--- config.mk ---
export PLATFORM = sky130hd
export DESIGN_NAME = tsc_timestamp_counter
export DESIGN_NICKNAME = d
export VERILOG_FILES = /design/src/design/tsc_pkg.sv /design/src/design/tsc_timestamp_counter.sv
export SDC_FILE = /design/constraint.sdc
export NUM_CORES = 1
export LEC_CHECK = 0
export ABC_AREA = 0
export BUFFER_PORTS_ARGS = -buffer_cell sky130_fd_sc_hd__buf_2
export CELL_PAD_IN_SITES_DETAIL_PLACEMENT = 1
export CELL_PAD_IN_SITES_GLOBAL_PLACEMENT = 1
export CORE_ASPECT_RATIO = 1.25
export CORE_MARGIN = 2
export CORE_UTILIZATION = 43
export DETAILED_ROUTE_END_ITERATION = 8
export PLACE_DENSITY = 0.89
export SKIP_CTS_REPAIR_TIMING = 1
export SLEW_MARGIN = 20
export SYNTH_ARGS = -nofsm -noshare
export SYNTH_HDL_FRONTEND = slang
export SYNTH_SLANG_ARGS = --single-unit
--- constraint.sdc ---
create_clock -name i_ref_clk -period 2.3 [get_ports i_ref_clk]
set_input_delay 0.23 -clock i_ref_clk [delete_from_list [all_inputs] [get_ports i_ref_clk]]
set_output_delay 0.23 -clock i_ref_clk [all_outputs]
set_load 0.01 [all_outputs]
--- src/design/tsc_pkg.sv ---
// Package for the timestamp counter block: register map, field encodings, reset values and timing figures.
// Assumes a 25 MHz system clock and a plain strobe register port on the camera control bus.
package tsc_pkg;

   // Clock rate and internal tick base.
   localparam int unsigned CLK_HZ          = 25000000;
   localparam int unsigned TICK_NS         = 1000;
   localparam int unsigned TICK_HZ         = 1000000000 / TICK_NS;
   localparam int unsigned TICK_CYCLES     = (CLK_HZ / 1000000) * TICK_NS / 1000;
   localparam logic [4:0]  TICK_DIV_LAST   = 5'(TICK_CYCLES - 1);

   // Register byte addresses.
   localparam logic [7:0] ADDR_CONTROL     = 8'h00;
   localparam logic [7:0] ADDR_COMMAND     = 8'h04;
   localparam logic [7:0] ADDR_CAPT_LO     = 8'h08;
   localparam logic [7:0] ADDR_CAPT_HI     = 8'h0c;
   localparam logic [7:0] ADDR_TICKS_SEC   = 8'h10;
   localparam logic [7:0] ADDR_COUNT_LO    = 8'h14;
   localparam logic [7:0] ADDR_COUNT_HI    = 8'h18;

   // Control register field positions.
   localparam int unsigned CTL_INC_LSB     = 0;
   localparam int unsigned CTL_CAPEDGE_LSB = 2;
   localparam int unsigned CTL_CAPSRC_BIT  = 4;
   localparam int unsigned CTL_CLRSRC_BIT  = 5;
   localparam int unsigned CTL_CLREDGE_LSB = 6;

   // Command register bit positions.
   localparam int unsigned CMD_CAPTURE_BIT = 0;
   localparam int unsigned CMD_CLEAR_BIT   = 1;

   // Reset values.
   localparam logic [7:0]  CONTROL_RESET   = 8'h00;
   localparam logic [63:0] COUNT_RESET     = 64'h0;

   // Ticks per second reported for external sources, which have no fixed rate.
   localparam logic [31:0] EXT_TICKS_SEC   = 32'h0;

   typedef enum logic [1:0] {
      TSC_INC_CAMERA_CLOCK_TICKS  = 2'b00,
      TSC_INC_INPUT_LINE_TWO      = 2'b01,
      TSC_INC_EXPOSURE_BEGIN      = 2'b10
   } tsc_inc_e;

   typedef enum logic [1:0] {
      TSC_EDGE_DOWN               = 2'b00,
      TSC_EDGE_UP                 = 2'b01,
      TSC_EDGE_EITHER             = 2'b10
   } tsc_edge_e;

endpackage : tsc_pkg

--- src/design/tsc_timestamp_counter.sv ---
// Timestamp counter with software and event capture, and software and line-driven clear.
// Assumes the line and exposure/frame inputs are asynchronous and a same-clock register master.
//
// Our own choices: the plain strobed port and the address map.

// Behaviour
// Capture command copies running count to holding register.
// Captured value is 64 bits, per increment source.
// Count ticks from clock, line two, or exposure.
// Line capture on down, up or either edge; the code captures on line edges only while line two is the increment source.
// Report ticks per second, tracking increment source.
// Frame-begin capture source captures at each frame.
// Clear command zeroes the counter.
// Software disables timing protocol before clearing it.
// Clear command works with no hardware clear source.
// Clear source is line two or none.
// Line clear on down, up or either edge.
// Holding register keeps value until next capture.
module tsc_timestamp_counter (
   // Clock and reset
   input  wire logic        i_ref_clk,
   input  wire logic        i_srst,
   // Register port
   input  wire logic [7:0]  i_addr,
   input  wire logic [31:0] i_wdata,
   input  wire logic        i_wr,
   input  wire logic        i_rd,
   output      logic [31:0] o_rdata,
   // Camera event inputs
   input  wire logic        i_input_line_two,
   input  wire logic        i_exposure_begin_event,
   input  wire logic        i_frame_begin_event,
   // Status
   output      logic [63:0] o_captured_count_value
);

   logic [1:0]  line_sync;
   logic [1:0]  expo_sync;
   logic [1:0]  frame_sync;
   logic        line_d;
   logic        expo_d;
   logic        frame_d;
   logic [7:0]  control;
   logic [4:0]  div_cnt;
   logic [63:0] count;
   logic [63:0] captured;
   logic [31:0] rdata;

   logic [7:0]  next_control;
   logic [4:0]  next_div_cnt;
   logic [63:0] next_count;
   logic [63:0] next_captured;
   logic [31:0] next_rdata;

   logic        line_rise;
   logic        line_fall;
   logic        expo_rise;
   logic        frame_rise;
   logic        tick_en;
   logic        inc;
   logic        cap_sw;
   logic        cap_line;
   logic        cap_evt;
   logic        clr_sw;
   logic        clr_line;
   logic [1:0]  inc_sel;
   logic [1:0]  cap_edge;
   logic [1:0]  clr_edge;
   logic [31:0] ticks_sec;

   // Every external event passes two flip-flops; edges are found on the second stage only.
   always_ff @(posedge i_ref_clk) begin
      if (i_srst) begin
         line_sync  <= 2'h0;
         expo_sync  <= 2'h0;
         frame_sync <= 2'h0;
         line_d     <= 1'h0;
         expo_d     <= 1'h0;
         frame_d    <= 1'h0;
      end else begin
         line_sync  <= {line_sync[0], i_input_line_two};
         expo_sync  <= {expo_sync[0], i_exposure_begin_event};
         frame_sync <= {frame_sync[0], i_frame_begin_event};
         line_d     <= line_sync[1];
         expo_d     <= expo_sync[1];
         frame_d    <= frame_sync[1];
      end
   end

   always_comb begin
      inc_sel    = control[tsc_pkg::CTL_INC_LSB +: 2];
      cap_edge   = control[tsc_pkg::CTL_CAPEDGE_LSB +: 2];
      clr_edge   = control[tsc_pkg::CTL_CLREDGE_LSB +: 2];
      line_rise  = line_sync[1] & ~line_d;
      line_fall  = ~line_sync[1] & line_d;
      expo_rise  = expo_sync[1] & ~expo_d;
      frame_rise = frame_sync[1] & ~frame_d;
      tick_en    = (div_cnt == tsc_pkg::TICK_DIV_LAST);
      // Selected increment source.
      unique case (inc_sel)
         tsc_pkg::TSC_INC_CAMERA_CLOCK_TICKS: inc = tick_en;
         tsc_pkg::TSC_INC_INPUT_LINE_TWO:     inc = line_rise;
         tsc_pkg::TSC_INC_EXPOSURE_BEGIN:     inc = expo_rise;
         default:                             inc = 1'b0;
      endcase
      // Line capture only applies while line two drives the count.
      unique case (cap_edge)
         tsc_pkg::TSC_EDGE_DOWN:   cap_line = line_fall;
         tsc_pkg::TSC_EDGE_UP:     cap_line = line_rise;
         tsc_pkg::TSC_EDGE_EITHER: cap_line = line_rise | line_fall;
         default:                  cap_line = 1'b0;
      endcase
      cap_line = cap_line & (inc_sel == tsc_pkg::TSC_INC_INPUT_LINE_TWO);
      unique case (clr_edge)
         tsc_pkg::TSC_EDGE_DOWN:   clr_line = line_fall;
         tsc_pkg::TSC_EDGE_UP:     clr_line = line_rise;
         tsc_pkg::TSC_EDGE_EITHER: clr_line = line_rise | line_fall;
         default:                  clr_line = 1'b0;
      endcase
      clr_line = clr_line & control[tsc_pkg::CTL_CLRSRC_BIT];
      cap_evt  = frame_rise & control[tsc_pkg::CTL_CAPSRC_BIT];
      cap_sw   = i_wr & (i_addr == tsc_pkg::ADDR_COMMAND) & i_wdata[tsc_pkg::CMD_CAPTURE_BIT];
      clr_sw   = i_wr & (i_addr == tsc_pkg::ADDR_COMMAND) & i_wdata[tsc_pkg::CMD_CLEAR_BIT];
      // Only the internal tick has a known rate; external sources report zero.
      ticks_sec = (inc_sel == tsc_pkg::TSC_INC_CAMERA_CLOCK_TICKS) ? 32'(tsc_pkg::TICK_HZ)
                                                                  : tsc_pkg::EXT_TICKS_SEC;
   end

   always_comb begin
      next_control  = control;
      next_div_cnt  = tick_en ? 5'h00 : 5'(div_cnt + 5'h01);
      next_count    = count;
      next_captured = captured;
      next_rdata    = 32'h0;
      if (i_wr && (i_addr == tsc_pkg::ADDR_CONTROL)) begin
         next_control = i_wdata[7:0];
      end
      // Clear outranks increment; the software command acts regardless of the clear source.
      if (clr_sw || clr_line) begin
         next_count   = tsc_pkg::COUNT_RESET;
         next_div_cnt = 5'h00;
      end else if (inc) begin
         next_count = 64'(count + 64'h1);
      end
      // Capture sees the count before this cycle's update, so the value is the one present at the command.
      if (cap_sw || cap_line || cap_evt) begin
         next_captured = count;
      end
      if (i_rd) begin
         unique case (i_addr)
            tsc_pkg::ADDR_CONTROL:   next_rdata = {24'h0, control};
            tsc_pkg::ADDR_CAPT_LO:   next_rdata = captured[31:0];
            tsc_pkg::ADDR_CAPT_HI:   next_rdata = captured[63:32];
            tsc_pkg::ADDR_TICKS_SEC: next_rdata = ticks_sec;
            tsc_pkg::ADDR_COUNT_LO:  next_rdata = count[31:0];
            tsc_pkg::ADDR_COUNT_HI:  next_rdata = count[63:32];
            default:                 next_rdata = 32'h0;
         endcase
      end
   end

   always_ff @(posedge i_ref_clk) begin
      if (i_srst) begin
         control  <= tsc_pkg::CONTROL_RESET;
         div_cnt  <= 5'h00;
         count    <= tsc_pkg::COUNT_RESET;
         captured <= tsc_pkg::COUNT_RESET;
         rdata    <= 32'h0;
      end else begin
         control  <= next_control;
         div_cnt  <= next_div_cnt;
         count    <= next_count;
         captured <= next_captured;
         rdata    <= next_rdata;
      end
   end

   assign o_rdata                = rdata;
   assign o_captured_count_value = captured;

endmodule // tsc_timestamp_counter

# After elaboration in Yosys (flattened, before gate mapping)
# Cells that the tools add are included.
dict set report op_classes {
  muxes 5
  reduce_logical 11
  bitwise_logic 16
  add_sub_neg 2
  eq_ne 13
}
# operator n
set ops {}
lappend ops {{32-bit one-hot mux with 6 select lines} 1}
lappend ops {{64-bit by 1-bit adder with 64-bit output (second input constant)} 1}
lappend ops {{8-bit by 5-bit == test with 1-bit output (second input constant)} 3}
lappend ops {{20-bit 2-to-1 mux} 1}
lappend ops {{8-bit by 4-bit == test with 1-bit output (second input constant)} 2}
lappend ops {{1-bit AND} 10}
lappend ops {{1-bit one-hot mux with 3 select lines} 3}
lappend ops {{8-bit by 3-bit == test with 1-bit output (second input constant)} 1}
lappend ops {{8-bit logical NOT} 1}
lappend ops {{2-bit by 1-bit == test with 1-bit output (second input constant)} 3}
lappend ops {{2-bit == test (second input constant)} 3}
lappend ops {{2-bit logical NOT} 3}
lappend ops {{5-bit by 1-bit adder with 5-bit output (second input constant)} 1}
lappend ops {{5-bit == test (second input constant)} 1}
lappend ops {{1-bit NOT} 5}
lappend ops {{2-bit OR reduction} 2}
lappend ops {{1-bit logical OR} 3}
lappend ops {{3-bit OR reduction} 1}
lappend ops {{1-bit logical AND} 1}
lappend ops {{1-bit bitwise OR} 1}
dict set report totals {
  ff_bits 182
  in_bits 47
  out_inout_bits 96
}

# Longest topological paths before layout
# Gate-level depths: netlist of the first run.
dict set report depth {
  word_depth 7
  ltp_mapped 10
  mapped_depth_nobuf 7
}

# Least setup slack after synthesis of the first run
# Ideal clock, no wire load.
dict set report synth_path {
  path_kind {flip-flop to flip-flop}
  start {reg div_cnt[0]}
  end {reg count[14]}
  arrival_ps 1835
  stages_incl_launch_ff 11
  setup_slack_ps 337
  setup_time_ps 128
  period_less_slack_ps 1963
  path_cell_list {dfxtp_1 -> inv_1 -> ha_1 -> and4b_1 -> a221o_1 -> buf_4 -> buf_2 -> buf_2 -> nand4_1 -> xor2_1 -> nor2_1}
}
dict set report synth_via {
  elab_chain_len 2
}
# element line_no
set synth_rtl {}
lappend synth_rtl {{from (decl)} tsc_timestamp_counter.sv:44} ;# logic [4:0] div_cnt;
lappend synth_rtl {{from (signal assigned)} tsc_timestamp_counter.sv:171} ;# div_cnt <= next_div_cnt;
lappend synth_rtl {{5-bit == test} tsc_timestamp_counter.sv:98} ;# tick_en = (div_cnt == tsc_pkg::TICK_DIV_LAST);
lappend synth_rtl {{1-bit one-hot mux with 3 select lines} tsc_timestamp_counter.sv:100} ;# unique case (inc_sel)
lappend synth_rtl {{to (signal assigned)} tsc_timestamp_counter.sv:166} ;# count <= tsc_pkg::COUNT_RESET;
lappend synth_rtl {{to (signal assigned)} tsc_timestamp_counter.sv:172} ;# count <= next_count;
lappend synth_rtl {{to (decl)} tsc_timestamp_counter.sv:45} ;# logic [63:0] count;
# Every way passes these cells.
# A chain may end at the register's enable or synchronous reset.

# Worst setup path after layout of the first run
dict set report layout_path {
  start {reg div_cnt[0]}
  end {reg count[38]}
}
# The elaborated chain is that of the path after synthesis.

==> flow_summary.yaml, run 1 <==
status:
  status: "finished clean"
critical_path:
  path_cells: "inv_1 -> ha_1 -> and4b_1 -> a221o_2 -> nand2_1 -> buf_8 -> or4_1 -> a21oi_1"
  cp.arrival_ns: 2.65
  rr_worst_depth: 8
  slowest_delay_ns: 0.52
  crit_path_start_kind: "flip-flop"
  crit_type: "reg -> reg"
  critPathLaunch: "div_cnt[0]"
  crit_end: "count[38]"
  required_ns: 2.68
  end_kind: "flip-flop"
  critPathMaxFanout: 22
  r2r-end: "count[38]"
  reg2reg_from: "div_cnt[0]"
  cp_slowest_cell: "or4_1"
  r2r_slack_ns: 0.03
floorplan:
  die_x_um: 129.6
  io_pins: 143
  start_util_pct: 43.74
  die_area_sq_um: 20880
  die_h_um: 161.0
  core_sq_um: 19400
  row_count: 57
timing:
  rsz0062_at_grt: "true"
  hold_ws_ns: 0.001450
  relSlewSlack_pct: 58.50
  period_share_pct: 98.75
  drv_slew: 0
  hold_viol_final: 0
  setup_violations: 0
  period_minus_slack_ns: 2.271
  finalSetupTns_ns: 0
  tightest_slew_ns: 0.6224
  fin_skew_ns: 0.01718
  fmax_ghz: 0.4403
synth:
  avgSynthCellArea_sq_um: 9.212
  ys_seq_elements: 182
  synthArstFlopShare_pct: 0
  syn-num-nets: 973
  synth_edf_count: 0
  ys.flop_type: "dfxtp_1"
  synthesis.area_sq_um: 8484
  seq_area_frac_synth_pct: 42.94
  synthesis.yosys.warnings: 0
  syn_inst: 921
  synth_cell_types: 54
routing:
  firstDrtPassIters: 5
  wl_um: 28380
  ant_nets: 0
  drcViolationCount: 0
  drt_iter0_markers: 690
  vias_per_cell: 5.925
  wire_per_inst_um: 21.08
  vias: 7975
global_routing:
  grt_pass1_wl_um: 44570
  grt_pass1_vias: 8460
  overflow: 0
  grt_usage_pct: 27.09
  grt_max_degree: 80
  antenna_found_initial: 0
cells_and_area:
  drive_above_1_share_pct: 23.50
  n_antenna_cell: 0
  finalCoreUtilization_pct: 53.77
  syn2layout_area_growth_pct: 22.95
  nNetsFinal: 1121
  layout.cells.non_filler: 1346
power_and_ir_drop:
  power_frac_comb_pct: 2.6
  p_int_uw: 4997
  power_switching_uw: 1396
  powerDensity_nw_per_um2: 612.8
  seqPwrFrac_pct: 49.6
  p_clk_share_pct: 47.8
  vdd_drop_max_mv: 0.5688
  leakagePower_uw: 0.004130
  switching_share_pct: 21.84
place:
  dpl.hpwl_um: 17320
  io_buffers: 118
  dp_cells: 1309
  gp_congestion: 0.8168
min_path:
  hp-class: "in -> reg"
clock_tree:
  clockBufferDepth: 2
  clkTransAtPathRegs_ns: 0.08
  cts_tree: "built"
  clk_latency_ns: 0.46
  numClockSinks: 182
  cts_root_buffer: "clkbuf_16"
  cts-buffers-inserted: 17
  htree_levels: 4
flow_run:
  drv_cap: 0
[per-stage QoR]
| step | setup slack, ns | cell area (sq um) | power [uW] |
|---|---|---|---|
| 2_1_floorplan | 0.3374 | 8484 | 3344 |
| 3_3_place_gp | 0.05627 | 9729 | 3397 |
| 3_5_place_dp | -0.1280 | 9729 | 3404 |
| 4_1_cts | -0.1468 | 10330 | 6439 |
| 5_1_grt | -0.06464 | 10430 | 6576 |
| 6_report | 0.02872 | 10430 | 6393 |
[final cells by class]
| class | instances | area (sq um) |
|---|---|---|
| Clock inverter | 12 | 152.6 |
| Fill cell | 2318 | 8967 |
| Tap cell | 265 | 331.6 |
| Timing Repair Buffer | 189 | 1246 |
| Multi-Input combinational cell | 665 | 4548 |
| Inverter | 14 | 52.55 |
| Clock buffer | 19 | 452.9 |
| Sequential cell | 182 | 3647 |
[kinds of logic (layout without fill, tap and decap cells)]
group,after synthesis,count (layout),synth area share [%]
AND/OR/NAND/NOR,374,374,27.21
flip-flops,182,182,42.94
AO/OA/AOI/OAI,194,194,14.66
XOR/XNOR,23,23,2.374
buffers and inverters,74,234,3.893
adder cells (fa/ha/maj),5,5,0.7374
multiplexers,69,69,8.185
[synth_stat cells, types with 5 or more instances]
cell,count,area [sq um]
a222oi_1,6,60.06
buf_4,5,37.54
and2_1,6,37.54
nand2b_1,129,807.0
dfxtp_1,182,3643
xor2_1,20,175.2
nand4_1,30,187.7
a22oi_1,51,382.9
or4_1,29,217.7
a221oi_1,7,61.31
a21oi_1,82,410.4
nor2_1,44,165.2
mux2i_1,66,660.6
buf_1,6,22.52
ha_1,5,62.56
nor2b_1,9,56.30
inv_1,14,52.55
o31ai_1,29,217.7
nand3_1,35,175.2
buf_2,15,75.07
o21ai_0,15,75.07
nand2_1,34,127.6
clkbuf_1,32,120.1
or3_1,14,87.58
[cells in the final DEF, fill, tap and decap left out, types with 7 or more instances in the layout]
| master | n |
|---|---|
| buf_2 | 118 |
| inv_1 | 14 |
| nand4_1 | 30 |
| o21ai_0 | 15 |
| dfxtp_1 | 179 |
| nand3_1 | 35 |
| a221oi_1 | 7 |
| nand2b_1 | 129 |
| a22oi_1 | 51 |
| xor2_1 | 20 |
| nor2_1 | 43 |
| buf_4 | 61 |
| clkbuf_16 | 18 |
| or4_1 | 29 |
| o31ai_1 | 29 |
| nor2b_1 | 9 |
| a21oi_1 | 81 |
| nand2_1 | 34 |
| or3_1 | 14 |
| mux2i_1 | 66 |
[state kept, by name (all words and copies together) (netlist names), 2 cells and up]
name / cells
count: 64
o_captured_count_value: 64
o_rdata: 32
control: 8
div_cnt: 5
expo_sync: 2
frame_sync: 2
line_sync: 2
[power groups by stage]
| stage | clock (uW) | combinational [uW] | sequential, uW |
|---|---|---|---|
| floorplan | 0 | 106 | 3240 |
| global placement | 0 | 158 | 3240 |
| detailed placement | 0 | 163 | 3240 |
| CTS | 3110 | 165 | 3170 |
| global route | 3230 | 180 | 3170 |
| finish | 3060 | 167 | 3170 |
[metal layers]
| layer | global-route usage, % | wire length, um |
|---|---|---|
| met3 | 4.803 | 1113 |
| met1 | 30.21 | 10890 |
| met2 | 47.81 | 15120 |
| met4 | 15.54 | 1252 |
| met5 | 0 | 0 |
[how the worst min path moves through the flow]
stage / end / slack, ns / depth (start not counted) / start
global route: frame_sync[0] / 0.03 / 2 / i_frame_begin_event
floorplan: expo_sync[0] / 0.36 / 1 / i_exposure_begin_event
CTS: line_sync[0] / -0.02 / 2 / i_input_line_two
finish: frame_sync[0] / 0.001 / 2 / i_frame_begin_event
global placement: frame_sync[1] / 0.42 / 1 / frame_sync[0]
detailed placement: frame_sync[1] / 0.43 / 1 / frame_sync[0]
[worst max-delay path, delay by kind of cell, from the launching register on]
kind | cells | cell delay, ns
simple gates | 3 | 0.90
compound gates | 2 | 0.54
flops | 1 | 0.35
buf+inv | 2 | 0.26
fa+ha+maj | 1 | 0.15
No activity file was read; power rests on OpenSTA's default activity.
==> run 2, diff against run 1 <==
ABC_AREA = 1   (was 0)
CORE_UTILIZATION = 40   (was 43)
PLACE_DENSITY = 0.9   (was 0.89)
==> run 2 against run 1 <==
Compared with the run above: the flow now finishes with violations (hold timing); sequential power barely moved; first-iteration DRC count rose by 4.8%; synthesized cell count is 53% higher; clock skew up 0.0032 ns; hold slack worse by 0.019 ns.
==> flow_summary.yaml, run 2 <==
cells_and_area:
  layout.cells.non_filler: 1822
  nNetsFinal: 1578
  finalCoreUtilization_pct: 48.04
  fillCellCount: 3005
  drive_above_1_share_pct: 14.55
  n_antenna_cell: 0
  mostFrequentLayoutCell: "nor2_1"
  postLayoutCellArea_sq_um: 10630
  layout_common_cells: "398 x nor2_1, 306 x nand2_1, 182 x dfxtp_1"
  syn2layout_area_growth_pct: 18.27
timing:
  rsz0062_at_grt: "false"
  setup_violations: 0
  tightest_slew_ns: 0.4897
  finalSetupTns_ns: 0
  fin_skew_ns: 0.02036
  hold_viol_final: 2
  fmax_ghz: 0.4616
  drv_slew: 0
  hold_ws_ns: -0.01791
  relSlewSlack_pct: 67.01
  period_minus_slack_ns: 2.167
  period_share_pct: 94.20
synth:
  seq_area_frac_synth_pct: 40.52
  muxShareOfSynthArea_pct: 0
  synthesis.area_sq_um: 8991
  synthesis.yosys.warnings: 0
  ys_seq_elements: 182
  synth_fa_ha_area_share_pct: 0.6958
  syn-num-nets: 1458
  synth_compound_area_share_pct: 7.863
  ys.flop_type: "dfxtp_1"
  netlist.top_cell.by_area: "dfxtp_1"
  synth_edf_count: 0
  synth_cell_types: 36
  synth_top_family_by_area: "simple AND/OR/NAND/NOR gates"
  synthArstFlopShare_pct: 0
  avgSynthCellArea_sq_um: 6.395
  yosysMostFrequentCell: "nor2_1"
  yosys.area_share.simple_pct: 41.01
  synth_common_cells: "399 x nor2_1, 306 x nand2_1, 182 x dfxtp_1"
  syn_inst: 1406
  synth_area_leaders: "dfxtp_1 41%, nor2_1 17%, nand2_1 13%"
  synth.top_cell.area_share_pct: 40.52
  synth-xor-area-share_pct: 1.656
critical_path:
  required_ns: 2.64
  critical-path-top-delay-family: "simple AND/OR/NAND/NOR gates"
  crit_path_start_kind: "flip-flop"
  r2r_slack_ns: 0.13
  r2r-end: "count[39]"
  cp_common_cell: "nand2_1"
  cp.arrival_ns: 2.51
  crit_end: "count[39]"
  critPathLaunch: "count[11]"
  cp_slowest_cell: "dfxtp_1"
  crit_type: "reg -> reg"
  path_cells: "nand2_1 -> nor2_1 -> nand2_1 -> nor2_4 -> nand2_1 -> nor2_1 -> nand3_1 -> nand2_1 -> nor2_1"
  slowest_delay_ns: 0.54
  rr_worst_depth: 9
  end_kind: "flip-flop"
  worst-path-stages: 9
  reg2reg_from: "count[11]"
  cp_num_buf_inv: 0
  critPathMaxFanout: 5
global_routing:
  overflow: 0
  grt_pass1_vias: 10210
  antenna_found_initial: 0
  grt_usage_pct: 30.54
  grt_pass1_wl_um: 56410
  grt_max_degree: 81
floorplan:
  die_h_um: 171.6
  io_pins: 143
  die_x_um: 138.1
  core_sq_um: 22130
  row_count: 61
  start_util_pct: 40.62
  die_area_sq_um: 23700
clock_tree:
  cts_tree: "built"
  clk_latency_ns: 0.46
  htree_levels: 4
  cts-buffers-inserted: 17
  clkTransAtPathRegs_ns: 0.08
  numClockSinks: 182
  clockBufferDepth: 2
  cts_root_buffer: "clkbuf_16"
routing:
  ant_nets: 0
  drt_iter0_markers: 723
  drcViolationCount: 0
  firstDrtPassIters: 5
  vias_per_cell: 5.497
  wire_per_inst_um: 19.87
  vias: 10020
  wl_um: 36210
status:
  violations: "hold timing"
  status: "complete, but fails checks"
power_and_ir_drop:
  powerDensity_nw_per_um2: 610.5
  p_int_uw: 4725
  seqPwrFrac_pct: 48.8
  power_switching_uw: 1767
  power_uw: 6492
  power_frac_comb_pct: 2.7
  switching_share_pct: 27.21
  p_clk_share_pct: 48.5
  leakagePower_uw: 0.004815
  vdd_drop_max_mv: 0.4875
place:
  dp_cells: 1789
  io_buffers: 118
  dpl.hpwl_um: 26580
  gp_congestion: 0.9658
  dpl_cell_area_sq_um: 9990
flow_run:
  drv_cap: 0
min_path:
  hp-class: "in -> reg"
## run 2: worst min path at each step
stage          cells past startpoint                    from            end  slack, ns
2_1_floorplan                      2  i_exposure_begin_event   expo_sync[0]       0.34
4_1_cts                            3     i_frame_begin_event  frame_sync[0]      -0.02
3_5_place_dp                       2            expo_sync[0]   expo_sync[1]       0.40
5_1_grt                            3  i_exposure_begin_event   expo_sync[0]       0.02
6_report                           3     i_frame_begin_event  frame_sync[0]      -0.02
3_3_place_gp                       2            expo_sync[0]   expo_sync[1]       0.41
## run 2: cell type report
class / instances / area (sq um) / area share [%]
timing repair buffer: 154 / 913.4 / 8.589
multi-input combinational: 1045 / 4616 / 43.41
inverter: 126 / 473.0 / 4.448
clock buffer: 17 / 425.4 / 4.000
clock inverter: 15 / 209.0 / 1.965
tap: 283 / 354.1 / 3.330
sequential: 182 / 3643 / 34.26
## run 2: cell families after synthesis
logic type               count (synthesis)
AND/OR/NAND/NOR                        889
AO/OA/AOI/OAI                          134
buffers and inverters                  179
XOR/XNOR                                17
flip-flops                             182
adder cells (fa/ha/maj)                  5
## run 2: power by group through the flow
stage	Clock (uW)	Sequential (uW)	Combinational, uW
3_3_place_gp	0	3240	165
3_5_place_dp	0	3240	170
2_1_floorplan	0	3240	96.2
5_1_grt	3260	3170	191
6_report	3150	3170	175
4_1_cts	3150	3170	172
## run 2: worst register-to-register path, stage by stage, from the launching register on
cell and delay, ns:
dfxtp_1 0.54, nand2_1 0.18, nor2_1 0.32, nand2_1 0.16
nor2_4 0.21, nand2_1 0.08, nor2_1 0.32, nand3_1 0.14
nand2_1 0.09, nor2_1 0.03
## run 2: stage by stage
| step | hold WS (ns) | setup WS, ns |
|---|---|---|
| floorplan | 0.3370 | 0.7191 |
| global placement | 0.4062 | 0.3876 |
| detailed placement | 0.4031 | 0.2502 |
| CTS | -0.02119 | 0.2370 |
| global route | 0.01773 | 0.05598 |
| finish | -0.01791 | 0.1335 |
## run 2: routing by layer
| metal | track usage [%] | share of wire [%] |
|---|---|---|
| met2 | 55.27 | 50 |
| met1 | 34.61 | 40 |
| met3 | 4.009 | 4.8 |
| met5 | 0 | 0 |
| met4 | 17.83 | 5.7 |
==> run 3, diff against run 2 <==
--- a/config.mk
+++ b/config.mk
@@ -16,2 +16,3 @@
 export PLACE_DENSITY = 0.9
+export RECOVER_POWER = 100
 export SKIP_CTS_REPAIR_TIMING = 1
==> constraint.sdc (replaced) <==
create_clock -name i_ref_clk -period 2.3 [get_ports i_ref_clk]
set_input_delay 0.46 -clock i_ref_clk [delete_from_list [all_inputs] [get_ports i_ref_clk]]
set_output_delay 0.46 -clock i_ref_clk [all_outputs]
set_load 0.01 [all_outputs]
==> run 3 against run 2 <==
Compared with the run above: the flow now finishes without violations; via count is 0.67% higher; global-route usage is 0.14 points higher; register-to-register slack worse by 0.02 ns; fmax is 0.88% lower; combinational power hardly changed; worst setup slack worse by 0.019 ns; die area stayed put; critical path type unchanged; critical endpoint is now count[47]; largest power group unchanged.
==> flow_summary.yaml, run 3 (synthesis gave the netlist of run 2 again) <==
routing:
  ant_nets: 0
  firstDrtPassIters: 4
  drcViolationCount: 0
  vias_per_cell: 5.524
  wl_um: 36900
  vias: 10080
  drt_iter0_markers: 619
  wire_per_inst_um: 20.22
critical_path:
  cp.arrival_ns: 2.57
  critical-path-top-delay-family: "simple AND/OR/NAND/NOR gates"
  cp_slowest_cell: "nor2_1"
  path_cells: "inv_1 -> ha_1 -> o21ai_0 -> nand4_1 -> o21ai_1 -> nor2_1 -> buf_12 -> nand2_1 -> nor2_1"
  cp_common_cell: "nor2_1"
  cp_num_buf_inv: 2
  end_kind: "flip-flop"
  critPathMaxFanout: 28
  crit_type: "reg -> reg"
  crit_path_start_kind: "flip-flop"
  required_ns: 2.69
  reg2reg_from: "line_sync[1]"
  slowest_delay_ns: 0.61
  critPathLaunch: "line_sync[1]"
global_routing:
  met3_usage_pct: 5.429
  grt_max_degree: 49
  grt_pass1_vias: 10350
  overflow: 0
  antenna_found_initial: 0
  grtUsageMet1_pct: 34.20
  grt.met2_usage_pct: 55.12
  busiest_layer: "met2"
  grt_usage_pct: 30.68
  grt_pass1_wl_um: 57070
min_path:
  hp-class: "in -> reg"
  worstHoldStart: "i_exposure_begin_event"
clock_tree:
  clkTransAtPathRegs_ns: 0.09
  htree_levels: 4
  numClockSinks: 182
  cts_tree: "built"
  clockBufferDepth: 2
  clk_latency_ns: 0.46
  cts_root_buffer: "clkbuf_16"
  cts-buffers-inserted: 17
power_and_ir_drop:
  powerDensity_nw_per_um2: 619.6
  leakagePower_uw: 0.004398
  switching_share_pct: 27.17
  vdd_drop_max_mv: 0.5225
  p_int_uw: 4738
  power_switching_uw: 1768
  seqPwrFrac_pct: 48.7
  power_frac_comb_pct: 2.7
  p_clk_share_pct: 48.6
cells_and_area:
  layout.cells.non_filler: 1825
  syn2layout_area_growth_pct: 16.78
  nNetsFinal: 1581
  drive_above_1_share_pct: 8.171
  n_antenna_cell: 0
  layout_common_cells: "401 x nor2_1, 306 x nand2_1, 182 x dfxtp_1"
  register_area_sq_um: 3643
  finalCoreUtilization_pct: 47.44
  mostFrequentLayoutCell: "nor2_1"
  multiInputGateArea_sq_um: 4617
  fillCellCount: 3079
place:
  dp_cells: 1791
  io_buffers: 118
  pre_cts_slack_ns: 0.03909
  gp_congestion: 0.9770
  dpl.hpwl_um: 26780
floorplan:
  die_h_um: 171.6
  die_area_sq_um: 23700
  core_sq_um: 22130
  die_x_um: 138.1
  start_util_pct: 40.62
  row_count: 61
  io_pins: 143
timing:
  finalSetupTns_ns: 0
  drv_slew: 0
  hold_ws_ns: 0.2184
  hold_viol_final: 0
  final.setup.worst_slack_ns: 0.1144
  period_minus_slack_ns: 2.186
  tightest_slew_ns: 0.8703
  fin_skew_ns: 0.02099
  fmax_ghz: 0.4575
  setup_violations: 0
  period_share_pct: 95.03
  relSlewSlack_pct: 41.72
flow_run:
  drv_cap: 0
status:
  status: "finished clean"
==> run 3: path summary, 6_finish.rpt <==
path	endpoint	slack [ns]	cells after the start
worst min register to register	expo_sync[1]	0.41	2
worst max-delay path	count[47]	0.11	9
worst min-delay path	expo_sync[0]	0.22	3
worst max register to register	count[47]	0.11	9
==> run 3: cell type report <==
class | count | share of cell area, %
Timing Repair Buffer | 156 | 7.400
Clock inverter | 15 | 2.002
Sequential cell | 182 | 34.70
Multi-Input combinational cell | 1046 | 43.97
Inverter | 126 | 4.504
Clock buffer | 17 | 4.051
Tap cell | 283 | 3.372
==> run 3: worst reg2reg max path, stage by stage (launching register included) <==
cell and delay [ns]:
dfxtp_1 0.36, inv_1 0.07, ha_1 0.30, o21ai_0 0.08
nand4_1 0.09, o21ai_1 0.07, nor2_1 0.62, buf_12 0.28
nand2_1 0.10, nor2_1 0.15
==> run 3: power groups by stage <==
stage / combinational [uW] / clock [uW] / sequential (uW)
4_1_cts: 177 / 3180 / 3170
3_5_place_dp: 173 / 0 / 3240
3_3_place_gp: 168 / 0 / 3240
6_report: 177 / 3160 / 3170
5_1_grt: 193 / 3290 / 3170
2_1_floorplan: 96.2 / 0 / 3240
==> run 3: metrics by stage <==
| stage | instance area (sq um) | power, uW |
|---|---|---|
| after global placement | 10000 | 3411 |
| after CTS | 10640 | 6530 |
| after global routing | 10500 | 6651 |
| after detailed placement | 10000 | 3417 |
| after floorplan | 8991 | 3339 |
| final | 10500 | 6505 |
==> run 3: metal layers <==
layer / up-vias / share of wire, %
met5: - / 0
li1: 4670 / -
met2: 407 / 50
met4: 0 / 6.1
met3: 126 / 5.3
met1: 4879 / 39
